## src/hw/slcr_pkg.sv

```systemverilog
package slcr_pkg;
	// ==========================================================
	// Register map
	localparam logic [11:0] LINK_ENABLE_ADDR    = 12'h0200;
	localparam logic [11:0] LINK_MODE_ADDR      = 12'h0201;
	localparam logic [11:0] MULTIFRAME_LEN_ADDR = 12'h0202;
	localparam logic [11:0] SOFT_SYNC_ADDR      = 12'h0203;
	localparam logic [11:0] LINK_CONTROL_ADDR   = 12'h0204;
	// ==========================================================
	// Reset values
	localparam logic [7:0] LINK_ENABLE_RST    = 8'h01;
	localparam logic [7:0] LINK_MODE_RST      = 8'h02;
	localparam logic [7:0] MULTIFRAME_LEN_RST = 8'h1f;
	localparam logic [7:0] SOFT_SYNC_RST      = 8'h01;
	localparam logic [7:0] LINK_CONTROL_RST   = 8'h02;
	// ==========================================================
	// Field positions
	localparam int LINK_ENABLE_BIT   = 0;
	localparam int MODE_MSB          = 4;
	localparam int KM_MSB            = 4;
	localparam int SOFT_SYNC_BIT     = 0;
	localparam int SYNC_SEL_MSB      = 3;
	localparam int SYNC_SEL_LSB      = 2;
	localparam int SAMPLE_FORMAT_BIT = 1;
	localparam int SCRAMBLER_BIT     = 0;
	// ==========================================================
	// Sync source codes
	localparam logic [1:0] SYNC_SRC_PIN  = 2'h0;
	localparam logic [1:0] SYNC_SRC_DIFF = 2'h1;
	localparam logic [1:0] SYNC_SRC_SOFT = 2'h2;
	// Register access states.
	typedef enum logic [2:0] {
		ST_IDLE  = 3'b001,
		ST_WRITE = 3'b010,
		ST_READ  = 3'b100
	} slcr_host_state_type;
endpackage

```

## src/hw/slcr_if.sv

```systemverilog
`timescale 1ns/1ps
interface slcr_if;
	logic        wr_en;
	logic        rd_en;
	logic [11:0] addr;
	logic [7:0]  wdata;
	logic [7:0]  rdata;
	logic        rvalid;
	modport device (
		input  wr_en, rd_en, addr, wdata,
		output rdata, rvalid
	);
	modport host (
		output wr_en, rd_en, addr, wdata,
		input  rdata, rvalid
	);
endinterface

```

## src/hw/slcr_regs.sv

```systemverilog
`timescale 1ns/1ps
// Summary of operation
// - Enable bit zero gates link, resets one.
// - Software clears enable before other edits.
// - Disabled: link reset, serializers, clocks off.
// - Disabled: multiframe counter reset, SYSREF ignored.
// - Calibration enable set before link enable.
// - Link enable cleared before calibration enable.
// - Five-bit output mode field, resets 00010.
// - Mode changes only with both enables low.
// - Multiframe field holds K minus one.
// - Multiframe and control edits only disabled.
// - Writing zero to soft sync requests resync.
// - Soft sync works with any source.
// - Stuck-low sync pin held only with source zero.
// - Source select: pin, differential, or none.
// - Differential source needs timestamp receiver enable.
// - Sample format: offset binary or two's complement.
// - Scrambler enable bit, resets off.
module slcr_regs (
	input  wire logic         clk_i,
	input  wire logic         reset_n_i,
	slcr_if.device            bus,
	input  wire logic         single_ended_sync_pin_n_i,
	input  wire logic         timestamp_diff_input_n_i,
	input  wire logic         sysref_i,
	output logic              link_reset_n_o,
	output logic              serializer_power_o,
	output logic              link_clock_enable_o,
	output logic [4:0]        output_mode_select_o,
	output logic [4:0]        frames_per_multiframe_minus_one_o,
	output logic              sync_request_n_o,
	output logic              sample_format_o,
	output logic              scrambler_enable_o,
	output logic [4:0]        multiframe_count_o
);
	import slcr_pkg::*;

	// ==========================================================
	// Register storage
	logic [7:0] link_enable_reg;
	logic [7:0] link_mode_reg;
	logic [7:0] multiframe_length_reg;
	logic [7:0] soft_sync_request_reg;
	logic [7:0] link_control_reg;
	logic [7:0] rdata_reg;
	logic       rvalid_reg;
	logic [4:0] lmfc_reg;
	logic [4:0] lmfc_next;
	logic       sysref_d_reg;

	wire sel_en   = bus.addr == LINK_ENABLE_ADDR;
	wire sel_mode = bus.addr == LINK_MODE_ADDR;
	wire sel_km   = bus.addr == MULTIFRAME_LEN_ADDR;
	wire sel_sync = bus.addr == SOFT_SYNC_ADDR;
	wire sel_ctrl = bus.addr == LINK_CONTROL_ADDR;
	wire wr       = bus.wr_en;

	// Readback mux; unmapped addresses read zero.
	wire [7:0] rd_mux =
		sel_en   ? link_enable_reg :
		sel_mode ? link_mode_reg :
		sel_km   ? multiframe_length_reg :
		sel_sync ? soft_sync_request_reg :
		sel_ctrl ? link_control_reg : 8'h00;

	wire       link_on  = link_enable_reg[LINK_ENABLE_BIT];
	wire [1:0] sync_sel = link_control_reg[SYNC_SEL_MSB:SYNC_SEL_LSB];
	wire       soft_req = ~soft_sync_request_reg[SOFT_SYNC_BIT];
	// Selected hardware request; source two masks both pins.
	wire hw_req =
		(sync_sel == SYNC_SRC_PIN)  ? ~single_ended_sync_pin_n_i :
		(sync_sel == SYNC_SRC_DIFF) ? ~timestamp_diff_input_n_i :
		1'b0;
	wire sync_req  = soft_req | hw_req;
	wire sysref_rise = sysref_i & ~sysref_d_reg;

	// ==========================================================
	// Register writes
	// Whole bytes stored, reserved bits included.
	always_ff @(posedge clk_i) begin
		if (!reset_n_i) begin
			link_enable_reg       <= LINK_ENABLE_RST;
			link_mode_reg         <= LINK_MODE_RST;
			multiframe_length_reg <= MULTIFRAME_LEN_RST;
			soft_sync_request_reg <= SOFT_SYNC_RST;
			link_control_reg      <= LINK_CONTROL_RST;
		end else if (wr) begin
			if (sel_en)
				link_enable_reg <= bus.wdata;
			if (sel_mode)
				link_mode_reg <= bus.wdata;
			if (sel_km)
				multiframe_length_reg <= bus.wdata;
			if (sel_sync)
				soft_sync_request_reg <= bus.wdata;
			if (sel_ctrl)
				link_control_reg <= bus.wdata;
		end
	end

	always_ff @(posedge clk_i) begin
		if (!reset_n_i) begin
			rdata_reg  <= 8'h00;
			rvalid_reg <= 1'b0;
		end else begin
			rvalid_reg <= bus.rd_en;
			rdata_reg  <= bus.rd_en ? rd_mux : 8'h00;
		end
	end
	assign bus.rdata  = rdata_reg;
	assign bus.rvalid = rvalid_reg;

	// ==========================================================
	// Local multiframe counter
	// Counts frames modulo K; a SYSREF edge realigns it only while on.
	always_comb begin
		lmfc_next = lmfc_reg;
		if (!link_on)
			lmfc_next = 5'h00;
		else if (sysref_rise)
			lmfc_next = 5'h00;
		else if (lmfc_reg == multiframe_length_reg[KM_MSB:0])
			lmfc_next = 5'h00;
		else
			lmfc_next = lmfc_reg + 5'h01;
	end

	always_ff @(posedge clk_i) begin
		if (!reset_n_i) begin
			lmfc_reg     <= 5'h00;
			sysref_d_reg <= 1'b0;
		end else begin
			lmfc_reg     <= lmfc_next;
			sysref_d_reg <= sysref_i;
		end
	end

	// ==========================================================
	// Registered outputs
	always_ff @(posedge clk_i) begin
		if (!reset_n_i) begin
			link_reset_n_o       <= 1'b0;
			serializer_power_o   <= 1'b0;
			link_clock_enable_o  <= 1'b0;
			output_mode_select_o <= 5'h00;
			frames_per_multiframe_minus_one_o <= 5'h00;
			sync_request_n_o     <= 1'b1;
			sample_format_o      <= 1'b0;
			scrambler_enable_o   <= 1'b0;
			multiframe_count_o   <= 5'h00;
		end else begin
			link_reset_n_o       <= link_on;
			serializer_power_o   <= link_on;
			link_clock_enable_o  <= link_on;
			output_mode_select_o <= link_mode_reg[MODE_MSB:0];
			frames_per_multiframe_minus_one_o <=
				multiframe_length_reg[KM_MSB:0];
			sync_request_n_o     <= ~sync_req;
			sample_format_o      <=
				link_control_reg[SAMPLE_FORMAT_BIT];
			scrambler_enable_o   <=
				link_control_reg[SCRAMBLER_BIT];
			multiframe_count_o   <= lmfc_reg;
		end
	end
endmodule // slcr_regs

```

## src/flat_wrapper.sv

```systemverilog
// flat-port wrapper written by rule: the top's interface ports become plain ports
module slcr_regs_flat import slcr_pkg::*;
  (clk_i, reset_n_i, single_ended_sync_pin_n_i, timestamp_diff_input_n_i, sysref_i, link_reset_n_o, serializer_power_o, link_clock_enable_o, output_mode_select_o, frames_per_multiframe_minus_one_o, sync_request_n_o, sample_format_o, scrambler_enable_o, multiframe_count_o, bus_wr_en, bus_rd_en, bus_addr, bus_wdata, bus_rdata, bus_rvalid);
  slcr_if bus_i ();
  input  wire logic clk_i;
  input  wire logic reset_n_i;
  input  wire logic single_ended_sync_pin_n_i;
  input  wire logic timestamp_diff_input_n_i;
  input  wire logic sysref_i;
  output logic link_reset_n_o;
  output logic serializer_power_o;
  output logic link_clock_enable_o;
  output logic [4:0] output_mode_select_o;
  output logic [4:0] frames_per_multiframe_minus_one_o;
  output logic sync_request_n_o;
  output logic sample_format_o;
  output logic scrambler_enable_o;
  output logic [4:0] multiframe_count_o;
  input wire logic [$bits(bus_i.wr_en)-1:0] bus_wr_en;
  input wire logic [$bits(bus_i.rd_en)-1:0] bus_rd_en;
  input wire logic [$bits(bus_i.addr)-1:0] bus_addr;
  input wire logic [$bits(bus_i.wdata)-1:0] bus_wdata;
  output wire logic [$bits(bus_i.rdata)-1:0] bus_rdata;
  output wire logic [$bits(bus_i.rvalid)-1:0] bus_rvalid;
  assign bus_i.wr_en = bus_wr_en;
  assign bus_i.rd_en = bus_rd_en;
  assign bus_i.addr = bus_addr;
  assign bus_i.wdata = bus_wdata;
  assign bus_rdata = bus_i.rdata;
  assign bus_rvalid = bus_i.rvalid;
  slcr_regs u_core (.clk_i(clk_i), .reset_n_i(reset_n_i), .bus(bus_i), .single_ended_sync_pin_n_i(single_ended_sync_pin_n_i), .timestamp_diff_input_n_i(timestamp_diff_input_n_i), .sysref_i(sysref_i), .link_reset_n_o(link_reset_n_o), .serializer_power_o(serializer_power_o), .link_clock_enable_o(link_clock_enable_o), .output_mode_select_o(output_mode_select_o), .frames_per_multiframe_minus_one_o(frames_per_multiframe_minus_one_o), .sync_request_n_o(sync_request_n_o), .sample_format_o(sample_format_o), .scrambler_enable_o(scrambler_enable_o), .multiframe_count_o(multiframe_count_o));
endmodule
```

## config.mk

```make
export PLATFORM = sky130hd
export DESIGN_NAME = slcr_regs_flat
export DESIGN_NICKNAME = d
export VERILOG_FILES = /design/src/hw/slcr_pkg.sv /design/src/hw/slcr_if.sv /design/src/hw/slcr_regs.sv /design/src/flat_wrapper.sv
export SDC_FILE = /design/constraint.sdc
export NUM_CORES = 1
export LEC_CHECK = 0
export ABC_AREA = 1
export BUFFER_PORTS_ARGS = -buffer_cell sky130_fd_sc_hd__buf_2
export CAP_MARGIN = 10
export CORE_MARGIN = 8
export CORE_UTILIZATION = 42
export CTS_CLUSTER_SIZE = 12
export DETAILED_ROUTE_END_ITERATION = 6
export PLACE_DENSITY = 0.63
export SETUP_SLACK_MARGIN = 0.05
export SKIP_LAST_GASP = 1
export SLEW_MARGIN = 30
export SYNTH_ARGS = -nofsm -noshare
export SYNTH_HDL_FRONTEND = slang
export SYNTH_SLANG_ARGS = --single-unit
export TNS_END_PERCENT = 30
```

## constraint.sdc

```tcl
create_clock -name clk_i -period 2.8 [get_ports clk_i]
set_input_delay 0.28 -clock clk_i [delete_from_list [all_inputs] [get_ports clk_i]]
set_output_delay 0.28 -clock clk_i [all_outputs]
set_load 0.02 [all_outputs]
```

==> impl_metrics.ini, run 1 <==
[outcome]
status = finished clean

[clock_network]
cts_sinks = 74
cts_tree = yes
cts_max_level = 3
cts_inserted_buffers = 9
cts_root_buffer = clkbuf_8
clockBufferDepth = 2
postCtsSetupBuffers = 0
clock_latency_ns = 0.35
ctsHoldBuffers = 0
cts_resized = 0
clk_pin_slew_ns = 0.07

[power]
finalPower_mw = 2.155
p_switching_uw = 474.7
vdd_drop_max_mv = 0.2939
switching_share_pct = 22.03
power_frac_seq_pct = 49.6
power_frac_comb_pct = 5.7
clkPwrFrac_pct = 44.7
p_per_area_nw_per_um2 = 585.4
leakage_nw = 1.820
intPower_mw = 1.680

[sta]
hold_viol = 0
fin_hold_ws_ns = 0.1290
slew_viol_final = 0
period_share_pct = 52.53
slew_headroom_pct = 62.15
fmax_mhz = 679.9
setup-tns-final_ns = 0
grt_setup_unrepaired = no
setup_violations = 0
setup_slack_ns = 1.329
period_needed_ns = 1.471
tightestPinTransition_ns = 0.5677
fin_worst_skew_ns = 0.006714

[route]
vias_per_cell = 4.582
drt_iter0_markers = 150
dr.pass1.iters = 4
routed_wirelength_um = 6919
vias = 2566
drc = 0
post_drt_wl_per_cell_um = 12.36
postRouteAntennaNets = 0

[worst_setup_path]
crit_path_start_kind = input port
critPathMaxStageDelay_ns = 0.38
endpoint_kind = flip-flop
critPathKind = input port to flip-flop
crit_required_ns = 3.03
path_cells = buf_2 -> nor2_1 -> nand2_2 -> nor2_8 -> nand4_2 -> o21ai_0 -> a21oi_1
worstSetupStartpoint = bus_addr[5]
slowest_stage = nand4_2
critPathArrivalTime_ns = 1.70
worstPathMaxFanout = 18
timing.rr.start = u_core.lmfc_reg[0]$_SDFF_PP0_

[placement]
place_hpwl_um = 5071
gp_congestion = 0.8229
port_buffers = 56
post-place-ws_ns = 0.9677
dp_cells = 544

[die]
start_util_pct = 43.28
rows = 31
die_w_um = 102.5
core_area_sq_um = 7253
die_y_um = 102.5
io_pins = 57
die_area_sq_um = 10500

[global_route]
antenna_found_initial = 0
grt_pass1_vias = 2502
grt_first_pass_wirelength_um = 11670
grt_usage_pct = 14.15
overflow = 0
grt_max_degree = 32

[logic_synthesis]
syn_area_per_cell_sq_um = 7.732
syn-num-nets = 434
yosysSeqAreaShare_pct = 47.19
synth_top_area_share_pct = 47.19
synth_edf_count = 0
synthArstFlopShare_pct = 0
synth_cells = 406
ys.flop_type = dfxtp_1
syn_area_sq_um = 3139
synth_area_leader_cell = dfxtp_1
yosysUniqueCellTypes = 36
ys_ff_latch = 74
ys_warn_count = 0
yosys-top-cells-area = dfxtp_1 (47%), inv_1 (9.0%), nand2_1 (8.4%)

[finish]
drive_above_1_share_pct = 21.26
area_delta_synth_final_pct = 17.26
final_cell_mix = inv_1 (75), dfxtp_1 (74), nand2_1 (70)
num_antenna_cells = 0
nFillCells = 738
fin_cells = 560
final_nets = 484
final_common_cell = inv_1

[run]
maxCapViolCount = 0

[worst_hold_path]
min_path_type = input port to flip-flop
worstHoldStart = sysref_i
## metrics by stage
step                      utilization [%]  cell area, sq um
final                               50.75              3681
after global routing                50.75              3681
after CTS                           50.75              3681
after detailed placement            47.47              3443
after global placement              47.47              3443
after floorplan                         -              3139
## final timing paths
check / to / slack [ns] / cells after the start
worst max-delay path: u_core.link_enable_reg[2]$_SDFFE_PN0P_ / 1.33 / 7
worst min register to register: u_core.output_mode_select_o[0]$_SDFF_PN0_ / 0.43 / 2
worst min-delay path: u_core.sysref_d_reg$_SDFF_PN0_ / 0.13 / 3
worst max register to register: u_core.lmfc_reg[4]$_SDFF_PP0_ / 1.55 / 6
## area by class of cell
cell class                 instances  area (sq um)  share of cell area (%)
clock buffer                      13         168.9                   4.589
clock inverter                     3         68.82                   1.869
inverter                          78         292.8                   7.954
multi-input combinational        236          1257                   34.16
sequential                        74          1481                   40.24
tap                               99         123.9                   3.365
timing repair buffer              57         287.8                   7.818
## power by group through the flow
stage               Clock, mW  Combinational, mW  Sequential, mW
global placement            0              0.122            1.09
global route             1.03              0.137            1.07
detailed placement          0              0.124            1.09
finish                  0.963              0.123            1.07
floorplan                   0             0.0660            1.11
CTS                     0.986              0.124            1.07
## cells in the mapped netlist (2+ instances only)
cell type and instances:
a21oi_1 35, buf_2 5, buf_4 3, buf_6 3
clkbuf_1 7, dfxtp_1 74, inv_1 75, inv_2 2
nand2_1 70, nand2_2 2, nand3_1 31, nand3_2 4
nand4_1 8, nor2_1 21, nor2_2 4, nor2_4 4
o211ai_1 4, o211ai_2 2, o21ai_0 29, o21ai_1 3
xnor2_1 3, xor2_1 3
## cell families after synthesis
logic type	count (synthesis)	synth area share [%]
xor gates and xnor gates	6	1.674
AOI/OAI and AO/OA	78	13.75
adders and majority gates	1	0.3985
DFF	74	47.19
buffers and inverters	96	12.75
and+or+nand+nor	151	24.23
## critical path, delay by kind of cell
family	cells	cell delay (ns)
buffers and inverters	1	0.09
AOI/OAI and AO/OA	2	0.36
and+or+nand+nor	4	0.95
## layer usage
layer  up-vias  track usage (%)  routed length (um)
met4         0            7.449                 110
met2        62            21.23                2936
met3         9            3.474                 431
met1      1115            18.28                3441
met5         -                0                   0
li1       1380                -                   -
Note: power is estimated with default switching activity, not from simulation.
==> run 2: changes to the inputs <==
ABC_AREA = 0   (was 1)
PLACE_DENSITY = 0.66   (was 0.63)
clock period = 1.3 ns   (was 2.8 ns; I/O delays follow)
==> run 2 against run 1 <==
Clock power grew 79%. Core utilization grew 2.9 points. Critical endpoint is now u_core.lmfc_reg[4]$_SDFF_PP0_. Flip-flop and latch count unchanged. Via count shrank 7.0%. Global-route usage increased by 1.0 points. Synthesized cell count fell by 26%. Combinational power rose to 2.6 times the previous value. Critical path depth is 2 lower. Die area shrank 1.7%.
==> impl_metrics.ini, run 2 <==
[finish]
nFillCells = 696
final_nets = 404
drive_above_1_share_pct = 27.89
area_delta_synth_final_pct = 25.15
final_common_cell = dfxtp_1
num_antenna_cells = 0
post-route-cell-area_sq_um = 3847
final_cell_mix = dfxtp_1 (74), buf_2 (56), nor2b_1 (42)

[logic_synthesis]
synth_area_leader_cell = dfxtp_1
syn_area_sq_um = 3074
yosys-top-cells-area = dfxtp_1 (48%), mux2i_1 (13%), nor2b_1 (8.5%)
syn_area_per_cell_sq_um = 10.21
synth_top_family_by_area = simple AND/OR/NAND/NOR gates
synth-simple-area-share_pct = 24.66
synthTopCellsByCount = dfxtp_1 (74), nor2b_1 (42), mux2i_1 (40), o21ai_0 (25), and2_1 (20)
ys_ff_latch = 74
synth_top_area_share_pct = 48.19
synth.most_common_cell = dfxtp_1
synth_cells = 301
synth_xor_area_share_pct = 2.279
synthArstFlopShare_pct = 0
ys_warn_count = 0
synth_edf_count = 0
yosysSeqAreaShare_pct = 48.19
yosysUniqueCellTypes = 32
ys.flop_type = dfxtp_1
synth_fa_ha_area_share_pct = 0.4070
synth_compound_area_share_pct = 8.181
syn-num-nets = 329
synthMuxAreaShare_pct = 13.39

[sta]
fmax_mhz = 854.6
period_needed_ns = 1.170
setup-tns-final_ns = 0
setup_violations = 0
slew_headroom_pct = 60.03
period_share_pct = 90.01
grt_setup_unrepaired = no
hold_viol = 0
tightestPinTransition_ns = 0.5984
fin_worst_skew_ns = 0.004867
slew_viol_final = 0

[global_route]
grt_pass1_vias = 2476
grt_max_degree = 31
grt_usage_pct = 15.18
antenna_found_initial = 0
grt_first_pass_wirelength_um = 12050
overflow = 0

[placement]
place_hpwl_um = 5269
gp_congestion = 0.8525
port_buffers = 56
placed_area_sq_um = 3645

[route]
routed_wirelength_um = 7278
drc = 0
postRouteAntennaNets = 0
dr.pass1.iters = 4
post_drt_wl_per_cell_um = 15.19
drt_iter0_markers = 145
vias_per_cell = 4.981
vias = 2386

[power]
vdd_drop_max_mv = 0.4733
leakage_nw = 1.824
p_per_area_nw_per_um2 = 1129

[clock_network]
clock_latency_ns = 0.34
cts_inserted_buffers = 9
cts_resized = 0
cts_root_buffer = clkbuf_8
clk_pin_slew_ns = 0.07
clockBufferDepth = 2
cts_sinks = 74
cts_max_level = 3
cts_tree = yes

[run]
maxCapViolCount = 0

[die]
io_pins = 57
die_y_um = 101.6
rows = 31
die_w_um = 101.6
start_util_pct = 42.84
die_area_sq_um = 10310
core_area_sq_um = 7176

[worst_setup_path]
critPathKind = flip-flop to flip-flop
r2r_slack_ns = 0.13
critPathArrivalTime_ns = 1.41
crit_path_start_kind = flip-flop
worstPathMaxFanout = 5
endpoint_kind = flip-flop
crit_required_ns = 1.54

[worst_hold_path]
min_path_type = input port to flip-flop

[outcome]
status = finished clean
-- run 2: changes by cell type in the layout (fill, tap and decap cells not counted), sizes merged, moves of 5 or more --
cell and delta:
inv -75, nand2 -61, nor2b +42, mux2i +40, a21oi -28, nand3 -25, buf +24, nor2 -24
and2 +20, nor3b +9, o21ai -8, a221o +6, o211ai -6, nand4 -5
-- run 2: area by class of cell --
cell class / instances / area [sq um] / share of cell area, %
Clock buffer: 10 / 137.6 / 3.577
Inverter: 3 / 11.26 / 0.2927
Tap cell: 99 / 123.9 / 3.220
Multi-Input combinational cell: 206 / 1510 / 39.25
Sequential cell: 74 / 1481 / 38.50
Timing Repair Buffer: 82 / 528.0 / 13.72
Clock inverter: 5 / 55.05 / 1.431
-- run 2: worst paths after layout --
check	from	to	cells after the start
worst max register to register	u_core.multiframe_length_reg[3]$_SDFFE_PN1P_	u_core.lmfc_reg[4]$_SDFF_PP0_	5
worst min register to register	u_core.link_control_reg[0]$_SDFFE_PN0P_	u_core.scrambler_enable_o$_SDFF_PN0_	1
worst min-delay path	bus_wdata[1]	u_core.link_control_reg[1]$_SDFFE_PN1P_	3
worst max-delay path	u_core.multiframe_length_reg[3]$_SDFFE_PN1P_	u_core.lmfc_reg[4]$_SDFF_PP0_	5
-- run 2: logic make-up after synthesis --
logic type	Yosys count
DFF	74
adders and majority gates	1
and+or+nand+nor	114
AOI/OAI and AO/OA	42
muxes	41
buffers and inverters	21
xor gates and xnor gates	8
-- run 2: what timing repair did --
| item | in CTS | in global routing |
|---|---|---|
| setup endpoints to repair | 0 | 0 |
| hold endpoints to repair | 1 | 0 |
| setup buffers | 0 | 0 |
| hold buffers | 1 | 0 |
-- run 2: routing by layer --
metal / vias to the layer above / wire length [um] / GRT usage (%)
met5: - / 0 / 0
met4: 0 / 98 / 5.269
met3: 9 / 531 / 5.292
li1: 1190 / - / -
met1: 1118 / 3199 / 17.93
met2: 69 / 3448 / 24.90
-- run 2: worst max-delay path, stage by stage, from the launching register on --
cell	delay (ns)
dfxtp_1	0.42
xnor2_1	0.15
nand3_1	0.11
o221ai_1	0.17
buf_4	0.17
nor2_1	0.05
-- run 2: power by group --
part | total, mW | leakage (nW) | internal, mW | switching [mW]
registers | 2.30 | 0.601 | 2.29 | 0.00887
logic | 0.320 | 1.13 | 0.136 | 0.184
clock network | 1.72 | 0.0941 | 0.920 | 0.803
-- run 2: stage by stage --
step | setup slack (ns) | power, mW | hold WS [ns] | std cells | utilization (%)
2_1_floorplan | -0.07192 | 2.528 | 0.2551 | 301 | -
3_3_place_gp | -0.1002 | 2.667 | 0.3517 | 463 | 50.79
3_5_place_dp | -0.1105 | 2.673 | 0.3621 | 463 | 50.79
4_1_cts | 0.1174 | 4.392 | 0.07228 | 479 | 53.62
5_1_grt | 0.06495 | 4.528 | 0.09327 | 479 | 53.62
6_report | 0.1298 | 4.344 | 0.09113 | 479 | 53.62
